`src/macrocell_cfg.svh`:
```
// Named constants for the output macrocell bank
`ifndef MACROCELL_CFG_SVH
`define MACROCELL_CFG_SVH

// Bank geometry and product term distribution
`define CELL_COUNT        12
`define TERMS_WIDE        12
`define TERMS_MID         10
`define TERMS_BASE        8
`define WIDE_CELLS        2
`define MID_CELLS         2
`define LOGIC_TERMS_TOTAL 108

// Bus widths
`define ADDR_W            8
`define DATA_W            32

// Register byte addresses
`define REG_POL           8'h00
`define REG_MODE          8'h04
`define REG_OESEL         8'h08
`define REG_STATE         8'h0C
`define REG_PINS          8'h10

// Reset values
`define POL_RST           12'h000
`define MODE_RST          12'h000
`define OESEL_RST         24'h00_0000

// Combinatorial enable selector codes
`define OE_CODE_TERM      2'h0
`define OE_CODE_ON        2'h1
`define OE_CODE_OFF       2'h2

// Field position of enables in the pin status word
`define PINS_OE_LSB       16

`endif

```
`src/macrocell_pkg.sv`:
```
// Types shared by the output macrocell bank
`include "macrocell_cfg.svh"

package macrocell_pkg;

	// Enable source of a macrocell in combinatorial mode
	typedef enum logic [1:0] {
		OE_SEL_TERM = `OE_CODE_TERM,
		OE_SEL_ON   = `OE_CODE_ON,
		OE_SEL_OFF  = `OE_CODE_OFF
	} oe_sel_e;

	// One bit per macrocell
	typedef logic [`CELL_COUNT-1:0] cell_vec_t;

endpackage : macrocell_pkg

```
`src/sync_two_flop.sv`:
```
// Two flip-flop synchroniser for pin levels
`timescale 1ns/1ps
`default_nettype none

module sync_two_flop #(
	parameter int WIDTH = 1
) (
	input  wire logic             core_clk,
	input  wire logic             rst,
	input  wire logic [WIDTH-1:0] din,
	output logic      [WIDTH-1:0] dout
);

	logic [WIDTH-1:0] meta_r; // First stage, read only by the second

	// Both stages clear on reset; only the second stage is visible
	always_ff @(posedge core_clk or posedge rst) begin
		if (rst) begin
			meta_r <= '0;
			dout   <= '0;
		end else begin
			meta_r <= din;
			dout   <= meta_r;
		end
	end

endmodule : sync_two_flop
`default_nettype wire

```
`src/output_macrocell.sv`:
```
// One output macrocell: sum term, flip-flop, polarity, enable and feedback
`timescale 1ns/1ps
`default_nettype none
`include "macrocell_cfg.svh"

module output_macrocell #(
	parameter int NTERMS = `TERMS_BASE
) (
	input  wire logic                   core_clk,
	input  wire logic                   clr,
	input  wire logic                   sync_set,
	input  wire logic [NTERMS-1:0]      terms,
	input  wire logic                   oe_term,
	input  wire logic                   mode_bit_low,
	input  wire logic                   mode_bit_high,
	input  wire macrocell_pkg::oe_sel_e oe_sel,
	input  wire logic                   pin_level,
	output logic                        q,
	output logic                        sum,
	output logic                        pin_out,
	output logic                        pin_oe,
	output logic                        fb_true,
	output logic                        fb_comp
);
	import macrocell_pkg::*;

	logic q_r;   // Flip-flop state
	logic q_nxt; // Next flip-flop state
	logic level; // Value before the polarity stage
	logic oe_comb; // Enable chosen for combinatorial mode

	// Sum of this cell's own logic terms
	assign sum = |terms;

	// Preset wins over the sum term at the edge
	assign q_nxt = sync_set ? 1'b1 : sum;

	// Clear acts at once, with no edge, on the internal state only
	always_ff @(posedge core_clk or posedge clr) begin
		if (clr) begin
			q_r <= 1'b0;
		end else begin
			q_r <= q_nxt;
		end
	end
	assign q = q_r;

	// High mode bit picks combinatorial, low mode bit picks true polarity
	assign level   = mode_bit_high ? sum : q_r;
	assign pin_out = mode_bit_low ? level : ~level;

	// Unused fourth selector code behaves as off
	assign oe_comb = (oe_sel == OE_SEL_ON) | ((oe_sel == OE_SEL_TERM) & oe_term);
	assign pin_oe  = mode_bit_high ? oe_comb : oe_term;

	// Registered cells feed back the inverted state, never the pin
	assign fb_true = mode_bit_high ? pin_level : ~q_r;
	assign fb_comp = ~fb_true;

endmodule : output_macrocell
`default_nettype wire

```
`src/pld_output_macrocell_bank.sv`:
```
// Bank of twelve output macrocells with an Avalon-MM configuration slave
//
// Our own choices: the address map and the Avalon-MM register port.
`timescale 1ns/1ps
`default_nettype none
`include "macrocell_cfg.svh"

////////////////////////////////////////////////////////////////////////////////
// Function
// - Two cells twelve terms, two ten, rest eight
// - Each cell has its own enable term
// - Per-cell polarity in both modes
// - One shared clear and preset term
// - Clear forces all flip-flops low immediately
// - Preset loads ones at next edge
// - Clear and preset act before polarity
// - Two mode bits per cell
// - Registered pin from flip-flop, enable term
// - Registered feedback from inverted state
// - Combinatorial pin from sum, no register
// - Combinatorial enable on, off or term
// - Combinatorial feedback from pin level
module pld_output_macrocell_bank #(
	parameter int NCELLS = `CELL_COUNT
) (
	input  wire logic                          core_clk,
	input  wire logic                          rst,
	input  wire logic [`ADDR_W-1:0]            avs_address,
	input  wire logic                          avs_read,
	input  wire logic                          avs_write,
	input  wire logic [`DATA_W-1:0]            avs_writedata,
	input  wire logic [3:0]                    avs_byteenable,
	output logic      [`DATA_W-1:0]            avs_readdata,
	output logic                               avs_waitrequest,
	input  wire logic [`LOGIC_TERMS_TOTAL-1:0] logic_terms,
	input  wire macrocell_pkg::cell_vec_t      oe_terms,
	input  wire logic                          async_zero_term,
	input  wire logic                          sync_set_term,
	input  wire macrocell_pkg::cell_vec_t      pin_in,
	output macrocell_pkg::cell_vec_t           pin_out,
	output macrocell_pkg::cell_vec_t           pin_oe,
	output macrocell_pkg::cell_vec_t           feedback_true,
	output macrocell_pkg::cell_vec_t           feedback_comp
);
	import macrocell_pkg::*;

	////////////////////////////////////////////////////////////////////////////
	// Term layout

	// Number of logic terms a cell receives
	function automatic int term_cnt(input int idx);
		if (idx < `WIDE_CELLS) begin
			return `TERMS_WIDE;
		end else if (idx < `WIDE_CELLS + `MID_CELLS) begin
			return `TERMS_MID;
		end else begin
			return `TERMS_BASE;
		end
	endfunction : term_cnt

	// Position of a cell's first term in the packed term bus
	function automatic int term_off(input int idx);
		int acc;
		acc = 0;
		for (int k = 0; k < idx; k++) begin
			acc = acc + term_cnt(k);
		end
		return acc;
	endfunction : term_off

	// The term layout only fits the documented bank size
	if (NCELLS != `CELL_COUNT || term_off(NCELLS) != `LOGIC_TERMS_TOTAL) begin : g_bad_size
		$error("NCELLS must match the fixed product term layout");
	end

	////////////////////////////////////////////////////////////////////////////
	// Declarations

	cell_vec_t          pol_r;        // Low mode bit per cell, 1 = true output
	cell_vec_t          pol_nxt;      // Next polarity word
	cell_vec_t          mode_r;       // High mode bit per cell, 1 = combinatorial
	cell_vec_t          mode_nxt;     // Next mode word
	logic [23:0]        oesel_r;      // Two selector bits per cell
	logic [23:0]        oesel_nxt;    // Next selector word
	logic               ack_r;        // Second cycle of a bus access
	logic [`DATA_W-1:0] rdata_nxt;    // Read multiplexer
	cell_vec_t          pin_sync;     // Pin levels after two flip-flops
	cell_vec_t          ff_q;         // Flip-flop state of every cell
	cell_vec_t          sum_vec;      // Sum term of every cell
	logic               clr;          // Combined asynchronous clear
	logic               req;          // Any bus access pending
	logic               wr_en;        // Write commits this edge
	logic               rd_load;      // Read data captured this edge
	logic [`DATA_W-1:0] be_mask;      // Byte enables widened to bits
	logic               hit_pol;      // Address decodes
	logic               hit_mode;
	logic               hit_oesel;
	logic               hit_state;
	logic               hit_pins;

	////////////////////////////////////////////////////////////////////////////
	// Shared control terms

	// Power-up reset and the shared clear term both clear every macrocell flip-flop
	assign clr = rst | async_zero_term;

	// Pins come from the board, so they are synchronised before feedback
	sync_two_flop #(
		.WIDTH(`CELL_COUNT)
	) u_pin_sync (
		.core_clk(core_clk),
		.rst     (rst),
		.din     (pin_in),
		.dout    (pin_sync)
	);

	////////////////////////////////////////////////////////////////////////////
	// Macrocells

	// One cell per output, each slicing its own share of the term bus
	for (genvar i = 0; i < NCELLS; i++) begin : g_cell
		localparam int W = term_cnt(i);
		localparam int O = term_off(i);
		output_macrocell #(
			.NTERMS(W)
		) u_cell (
			.core_clk     (core_clk),
			.clr          (clr),
			.sync_set     (sync_set_term),
			.terms        (logic_terms[O +: W]),
			.oe_term      (oe_terms[i]),
			.mode_bit_low (pol_r[i]),
			.mode_bit_high(mode_r[i]),
			.oe_sel       (oe_sel_e'(oesel_r[2*i +: 2])),
			.pin_level    (pin_sync[i]),
			.q            (ff_q[i]),
			.sum          (sum_vec[i]),
			.pin_out      (pin_out[i]),
			.pin_oe       (pin_oe[i]),
			.fb_true      (feedback_true[i]),
			.fb_comp      (feedback_comp[i])
		);
	end

	////////////////////////////////////////////////////////////////////////////
	// Avalon-MM slave

	// Every access waits exactly one cycle, so the answer time is fixed
	assign req             = avs_read | avs_write;
	assign avs_waitrequest = req & ~ack_r;
	assign wr_en           = avs_write & ack_r;
	assign rd_load         = avs_read & ~ack_r;

	// Address decode; unmapped addresses read zero and ignore writes
	assign hit_pol   = (avs_address == `REG_POL);
	assign hit_mode  = (avs_address == `REG_MODE);
	assign hit_oesel = (avs_address == `REG_OESEL);
	assign hit_state = (avs_address == `REG_STATE);
	assign hit_pins  = (avs_address == `REG_PINS);

	// Byte enables widened to a bit mask
	assign be_mask = {{8{avs_byteenable[3]}}, {8{avs_byteenable[2]}},
		{8{avs_byteenable[1]}}, {8{avs_byteenable[0]}}};

	// Merge of written bytes into the configuration words
	assign pol_nxt   = cell_vec_t'((32'(pol_r) & ~be_mask) | (avs_writedata & be_mask));
	assign mode_nxt  = cell_vec_t'((32'(mode_r) & ~be_mask) | (avs_writedata & be_mask));
	assign oesel_nxt = 24'((32'(oesel_r) & ~be_mask) | (avs_writedata & be_mask));

	// Read multiplexer; state and pin words show the cells' own activity
	assign rdata_nxt = hit_pol   ? 32'(pol_r) :
	                   hit_mode  ? 32'(mode_r) :
	                   hit_oesel ? 32'(oesel_r) :
	                   hit_state ? 32'(ff_q) :
	                   hit_pins  ? ((32'(pin_oe) << `PINS_OE_LSB) | 32'(pin_out)) :
	                   32'h0000_0000;

	// Access phase tracker
	always_ff @(posedge core_clk or posedge rst) begin
		if (rst) begin
			ack_r <= 1'b0;
		end else begin
			ack_r <= req & ~ack_r;
		end
	end

	// Read data are captured in the waiting cycle and stand afterwards
	always_ff @(posedge core_clk or posedge rst) begin
		if (rst) begin
			avs_readdata <= 32'h0000_0000;
		end else if (rd_load) begin
			avs_readdata <= rdata_nxt;
		end
	end

	// Configuration words; polarity and mode are the two mode bits
	always_ff @(posedge core_clk or posedge rst) begin
		if (rst) begin
			pol_r   <= `POL_RST;
			mode_r  <= `MODE_RST;
			oesel_r <= `OESEL_RST;
		end else if (wr_en) begin
			if (hit_pol) begin
				pol_r <= pol_nxt;
			end
			if (hit_mode) begin
				mode_r <= mode_nxt;
			end
			if (hit_oesel) begin
				oesel_r <= oesel_nxt;
			end
		end
	end

	////////////////////////////////////////////////////////////////////////////
	// Assertions

	cell_vec_t reg_mask;  // Cells in registered mode
	cell_vec_t comb_mask; // Cells in combinatorial mode
	cell_vec_t off_mask;  // Combinatorial cells forced off
	assign reg_mask  = ~mode_r;
	assign comb_mask = mode_r;
	for (genvar j = 0; j < NCELLS; j++) begin : g_off
		assign off_mask[j] = mode_r[j] & (oesel_r[2*j +: 2] == `OE_CODE_OFF);
	end

	// Clear term holds every flip-flop at zero
	AST_CLR_ZERO: assert property (@(posedge core_clk) disable iff (rst)
		async_zero_term |-> (ff_q == '0))
		else $error("flip-flops not cleared while clear term is high");

	// Preset without clear gives all ones after one edge
	AST_PRESET_ONES: assert property (@(posedge core_clk) disable iff (rst)
		(sync_set_term && !async_zero_term) ##1 !async_zero_term
		|-> (ff_q == '1))
		else $error("preset did not load ones");

	// Flip-flops take the sum term of the previous cycle
	AST_CAPTURE: assert property (@(posedge core_clk) disable iff (rst)
		!sync_set_term && !async_zero_term ##1 !async_zero_term
		|-> (ff_q == $past(sum_vec)))
		else $error("flip-flop did not capture its sum term");

	// Registered pins show the captured state through the polarity
	AST_REG_PIN: assert property (@(posedge core_clk) disable iff (rst)
		!sync_set_term && !async_zero_term ##1 (!async_zero_term && $stable(pol_r))
		|-> (((pin_out ^ ~pol_r) & reg_mask) == ($past(sum_vec) & reg_mask)))
		else $error("registered pin does not follow flip-flop");

	// Clear shows as the polarity level on registered pins
	AST_CLR_PIN: assert property (@(posedge core_clk) disable iff (rst)
		async_zero_term |-> ((pin_out & reg_mask) == (~pol_r & reg_mask)))
		else $error("pin level after clear ignores polarity");

	// Combinatorial pins follow the sum in the same cycle
	AST_COMB_PIN: assert property (@(posedge core_clk) disable iff (rst)
		((pin_out ^ ~pol_r) & comb_mask) == (sum_vec & comb_mask))
		else $error("combinatorial pin does not follow sum term");

	// Registered pins are enabled by their own term only
	AST_REG_OE: assert property (@(posedge core_clk) disable iff (rst)
		(pin_oe & reg_mask) == (oe_terms & reg_mask))
		else $error("registered enable not equal to its term");

	// Combinatorial cells set off never drive
	AST_COMB_OFF: assert property (@(posedge core_clk) disable iff (rst)
		(pin_oe & off_mask) == '0)
		else $error("input-only cell is driving");

	// Registered feedback is the inverted state
	AST_REG_FB: assert property (@(posedge core_clk) disable iff (rst)
		((feedback_true & reg_mask) == (~ff_q & reg_mask))
		&& (feedback_comp == ~feedback_true))
		else $error("registered feedback not from inverted state");

	// Combinatorial feedback is the pin level two cycles later
	AST_COMB_FB: assert property (@(posedge core_clk) disable iff (rst)
		$stable(mode_r) ##1 $stable(mode_r)
		|-> ((feedback_true & comb_mask) == ($past(pin_in, 2) & comb_mask)))
		else $error("combinatorial feedback not from pin");

	// Each access waits one cycle and is then answered
	AST_BUS_WAIT: assert property (@(posedge core_clk) disable iff (rst)
		(req && !ack_r) |-> avs_waitrequest ##1 !avs_waitrequest)
		else $error("bus answer not one cycle after request");

	// Main scenarios
	COV_PRESET: cover property (@(posedge core_clk) disable iff (rst)
		sync_set_term && !async_zero_term ##1 (ff_q == '1));
	COV_CLEAR: cover property (@(posedge core_clk) disable iff (rst)
		(ff_q != '0) ##1 async_zero_term);
	COV_BIDIR: cover property (@(posedge core_clk) disable iff (rst)
		(comb_mask != '0) && ((pin_oe & comb_mask) != '0));
	COV_READ: cover property (@(posedge core_clk) disable iff (rst)
		avs_read && hit_state && !avs_waitrequest);

endmodule : pld_output_macrocell_bank
`default_nettype wire

```
`config.mk`:
```
export PLATFORM = sky130hd
export DESIGN_NAME = pld_output_macrocell_bank
export DESIGN_NICKNAME = d
export VERILOG_FILES = /design/src/macrocell_pkg.sv /design/src/sync_two_flop.sv /design/src/output_macrocell.sv /design/src/pld_output_macrocell_bank.sv
export VERILOG_INCLUDE_DIRS = /design/src
export SDC_FILE = /design/constraint.sdc
export NUM_CORES = 1
export LEC_CHECK = 0
export BUFFER_PORTS_ARGS = -buffer_cell sky130_fd_sc_hd__buf_2
export CAP_MARGIN = 25
export CORE_ASPECT_RATIO = 1.4
export CORE_MARGIN = 2
export CORE_UTILIZATION = 40
export CTS_CLUSTER_SIZE = 24
export DETAILED_ROUTE_END_ITERATION = 8
export PLACE_DENSITY = 0.76
export SYNTH_ARGS = -nofsm -noshare
export SYNTH_HDL_FRONTEND = slang
export SYNTH_HIERARCHICAL = 1
export SYNTH_SLANG_ARGS = --single-unit
```
`constraint.sdc`:
```
create_clock -name core_clk -period 6.15 [get_ports core_clk]
set_input_delay 0.615 -clock core_clk [delete_from_list [all_inputs] [get_ports core_clk]]
set_output_delay 0.615 -clock core_clk [all_outputs]
set_load 0.02 [all_outputs]
```
==> flow_summary_export.csv <==
group,metric,value,unit
clock_tree,cts_root_buf,"clkbuf_16",
clock_tree,clk_pin_slew,0.05,ns
clock_tree,cts_tree,"done",
logic_synthesis,ys_types,42,
grt,grt_use_total,0.218,
worst_setup_path,worst_setup_path_end_kind,"primary output",
worst_setup_path,cp.arrival,1.94,ns
routing,route.detailed.drc,0,
status,outcome,"finished clean",
worst_setup_path,critical-path-slowest-cell,"nor4_1",
logic_synthesis,synth_area_leaders,"dfrtp_1 50%, mux2_2 12%, nor4_2 4.2%",
worst_setup_path,critical_path_buf_inv_count,2,
worst_setup_path,cp.required,5.53,ns
clock_tree,clk_path_buf_depth,2,
logic_synthesis,synth_seq_area_share,0.505,
job,drv_cap,0,
logic_synthesis,yosysTopAreaCellShare,0.505,
logic_synthesis,postSynthCellCount,512,
cells_and_area,fin_area,0.00772,mm^2
floorplanning,die_area,0.0150,mm^2
cells_and_area,syn2layout_area_growth,37.9,%
placement,routabilityCongestion,0.789,
routing,vias,4933,
logic_synthesis,synth_edf_count,0,
routing,postRouteWirelength,16.6,mm
clock_tree,htreeDepth,4,
routing,drtIter0Drc,273,
grt,met2_usage,0.393,
pwr,power_density,263,mW/mm^2
grt,antenna_found_initial,1,
routing,postRouteAntennaNets,0,
grt,grt_max_degree,78,
floorplanning,core.rowCount,51,
grt,use_met3,0.0532,
routing,vias_per_cell,5.10,
sta,timing.final.crit_period,2.55,ns
routing,drt-wirelength-per-cell,17.1,um
sta,setup_tns,0,ns
logic_synthesis,synth-seq-cells,113,
floorplanning,die_w,104,um
worst_setup_path,crit_path_start_kind,"input pin",
pwr,p_leak,0.00396,uW
logic_synthesis,synth_warnings,6,
cells_and_area,nFillCells,1230,
grt,grt_overflow_total,0,
placement,place_worst_setup_slack,3.63,ns
cells_and_area,multiInputGateArea,0.00249,mm^2
grt,first_global_vias,4773,
sta,grt_setup_unrepaired,"false",
logic_synthesis,yosys-top-cells-count,"113 x dfrtp_1, 59 x mux2_2, 50 x inv_1",
sta,setup_violations,0,
sta,finalHoldViolCount,0,
logic_synthesis,avgSynthCellArea,10.9,um^2
logic_synthesis,yosysMostFrequentCell,"dfrtp_1",
clock_tree,ctsResizeCount,0,
clock_tree,hold_buffers,0,
clock_tree,cts_setup_buffers,0,
floorplanning,core,0.0138,mm^2
logic_synthesis,synth_flop_cell,"dfrtp_1",
logic_synthesis,yosysTopAreaCell,"dfrtp_1",
clock_tree,numClockSinks,113,
clock_tree,numCtsBuffers,17,
worst_setup_path,critical_path_class,"in2out",
sta,fmax,392,MHz
sta,final.setup_skew,0.00747,ns
placement,portBuffers,249,
placement,dpl_cell_area,0.00701,mm^2
worst_setup_path,crit_chain,"buf_2, nor4_1, a41oi_1, xnor2_1, buf_2",
sta,worst_pin_slew,0.697,ns
sta,drv_slew,0,
floorplanning,chipHeight,144,um
sta,fin_ws,3.60,ns
sta,min_period_over_period,0.415,
cells_and_area,regArea,0.00283,mm^2
grt,use_met1,0.255,
logic_synthesis,synth-async-reset-ratio,1.00,
cells_and_area,layout.nets,951,
worst_setup_path,reg2reg_setup_slack,4.33,ns
pwr,finalPower,2030,uW
worst_setup_path,crit_fanout,2,
routing,firstDrtPassIters,4,
grt,grt_first_pass_wirelength,24.9,mm
cells_and_area,drive_above_1_share,0.485,
worst_setup_path,crit_family,"simple AND/OR/NAND/NOR gates",
pwr,ir_drop,187,uV
grt,grt-busiest-layer,"met2",
worst_setup_path,cpMostUsedCell,"buf_2",
floorplanning,pin_count,263,
floorplanning,initial_core_util,0.406,
clock_tree,clk_latency,0.41,ns
hold_path,min_path_type,"in2async",
placement,post-dp-hpwl,12.4,mm
worst_setup_path,crit_path_max_incr_delay,0.50,ns
sta,maxSlewHeadroom,0.535,
logic_synthesis,syn_area,0.00560,mm^2
-- worst reg2reg max path: stages, from the launching register on --
cell,delay [ns]
dfrtp_1,0.39
and2b_4,0.41
nand3_1,0.12
buf_4,0.22
or2_0,0.38
o21ai_0,0.22
-- cell families after synthesis --
logic type / synth area share
other cells: 0.000669
mux: 0.142
compound gates: 0.110
flops: 0.505
buf+inv: 0.0531
xor+xnor: 0.0188
simple gates: 0.171
-- placed cells by master, fill, tap and decap left out, types with 2 or more instances in the layout --
master / Yosys / final
clkbuf_8: 0 / 3
clkbuf_1: 6 / 2
clkbuf_16: 0 / 17
nor4_2: 19 / 19
and2_1: 2 / 2
dfrtp_1: 113 / 113
inv_1: 50 / 49
buf_4: 6 / 4
xnor2_1: 12 / 12
nand3_2: 2 / 2
a31oi_1: 8 / 8
mux2i_1: 12 / 12
or2_1: 13 / 13
nand2b_1: 2 / 2
clkinvlp_4: 0 / 2
a21oi_1: 24 / 24
conb_1: 1 / 4
a22oi_1: 8 / 8
nand3_4: 4 / 4
buf_16: 0 / 2
o21ai_1: 2 / 2
a211oi_1: 12 / 12
bufinv_16: 0 / 5
o21ai_0: 22 / 22
nand3_1: 5 / 5
and2_4: 2 / 2
mux2_2: 59 / 59
nand2_1: 37 / 37
a22o_1: 4 / 4
clkinv_2: 0 / 4
nor2b_1: 15 / 15
a221oi_1: 12 / 12
nor2_1: 30 / 30
buf_2: 4 / 249
a41oi_1: 4 / 4
nor4_1: 8 / 8
-- final timing paths --
check                           cells past startpoint              endpoint            startpoint
worst max-delay path                                5            pin_out[1]       logic_terms[15]
max in group asynchronous                           4      avs_readdata[13]                   rst
worst min-delay path                                2    u_pin_sync/dout[9]                   rst
worst max register to register                      5      avs_readdata[17]                 ack_r
min in group core_clk                               1  u_pin_sync/meta_r[8]             pin_in[8]
worst min register to register                      0    u_pin_sync/dout[7]  u_pin_sync/meta_r[7]
-- layout make-up --
| cell class | instances | area share |
|---|---|---|
| repair buffers | 255 | 0.172 |
| clock buffers | 22 | 0.0614 |
| well taps | 185 | 0.0300 |
| flip-flops and latches | 113 | 0.366 |
| clock inverters | 10 | 0.0233 |
| multi-input cells | 332 | 0.322 |
| diodes | 1 | 0.000324 |
| inverters | 50 | 0.0245 |
-- where the power goes --
| part | leakage, uW | switching (uW) | internal, uW | total (uW) |
|---|---|---|---|---|
| Combinational | 0.00217 | 104 | 77.1 | 181 |
| Clock | 0.000316 | 333 | 748 | 1080 |
| Sequential | 0.00147 | 9.15 | 760 | 769 |
| Total | 0.00396 | 446 | 1580 | 2030 |
-- per-layer routing --
metal,vias up,share of wire
met5,-,0
met4,0,0.018
met3,23,0.058
met2,174,0.53
met1,2423,0.39
li1,2313,-
-- through the flow --
stage / util / hold WS [ns] / cells
detailed placement: 0.509 / 0.335 / 933
global placement: 0.509 / 0.331 / 933
finish: 0.560 / 0.166 / 968
CTS: 0.556 / 0.290 / 965
global route: 0.560 / 0.167 / 967
floorplan: - / 0.331 / 515
(Power assumes the default switching activity.)
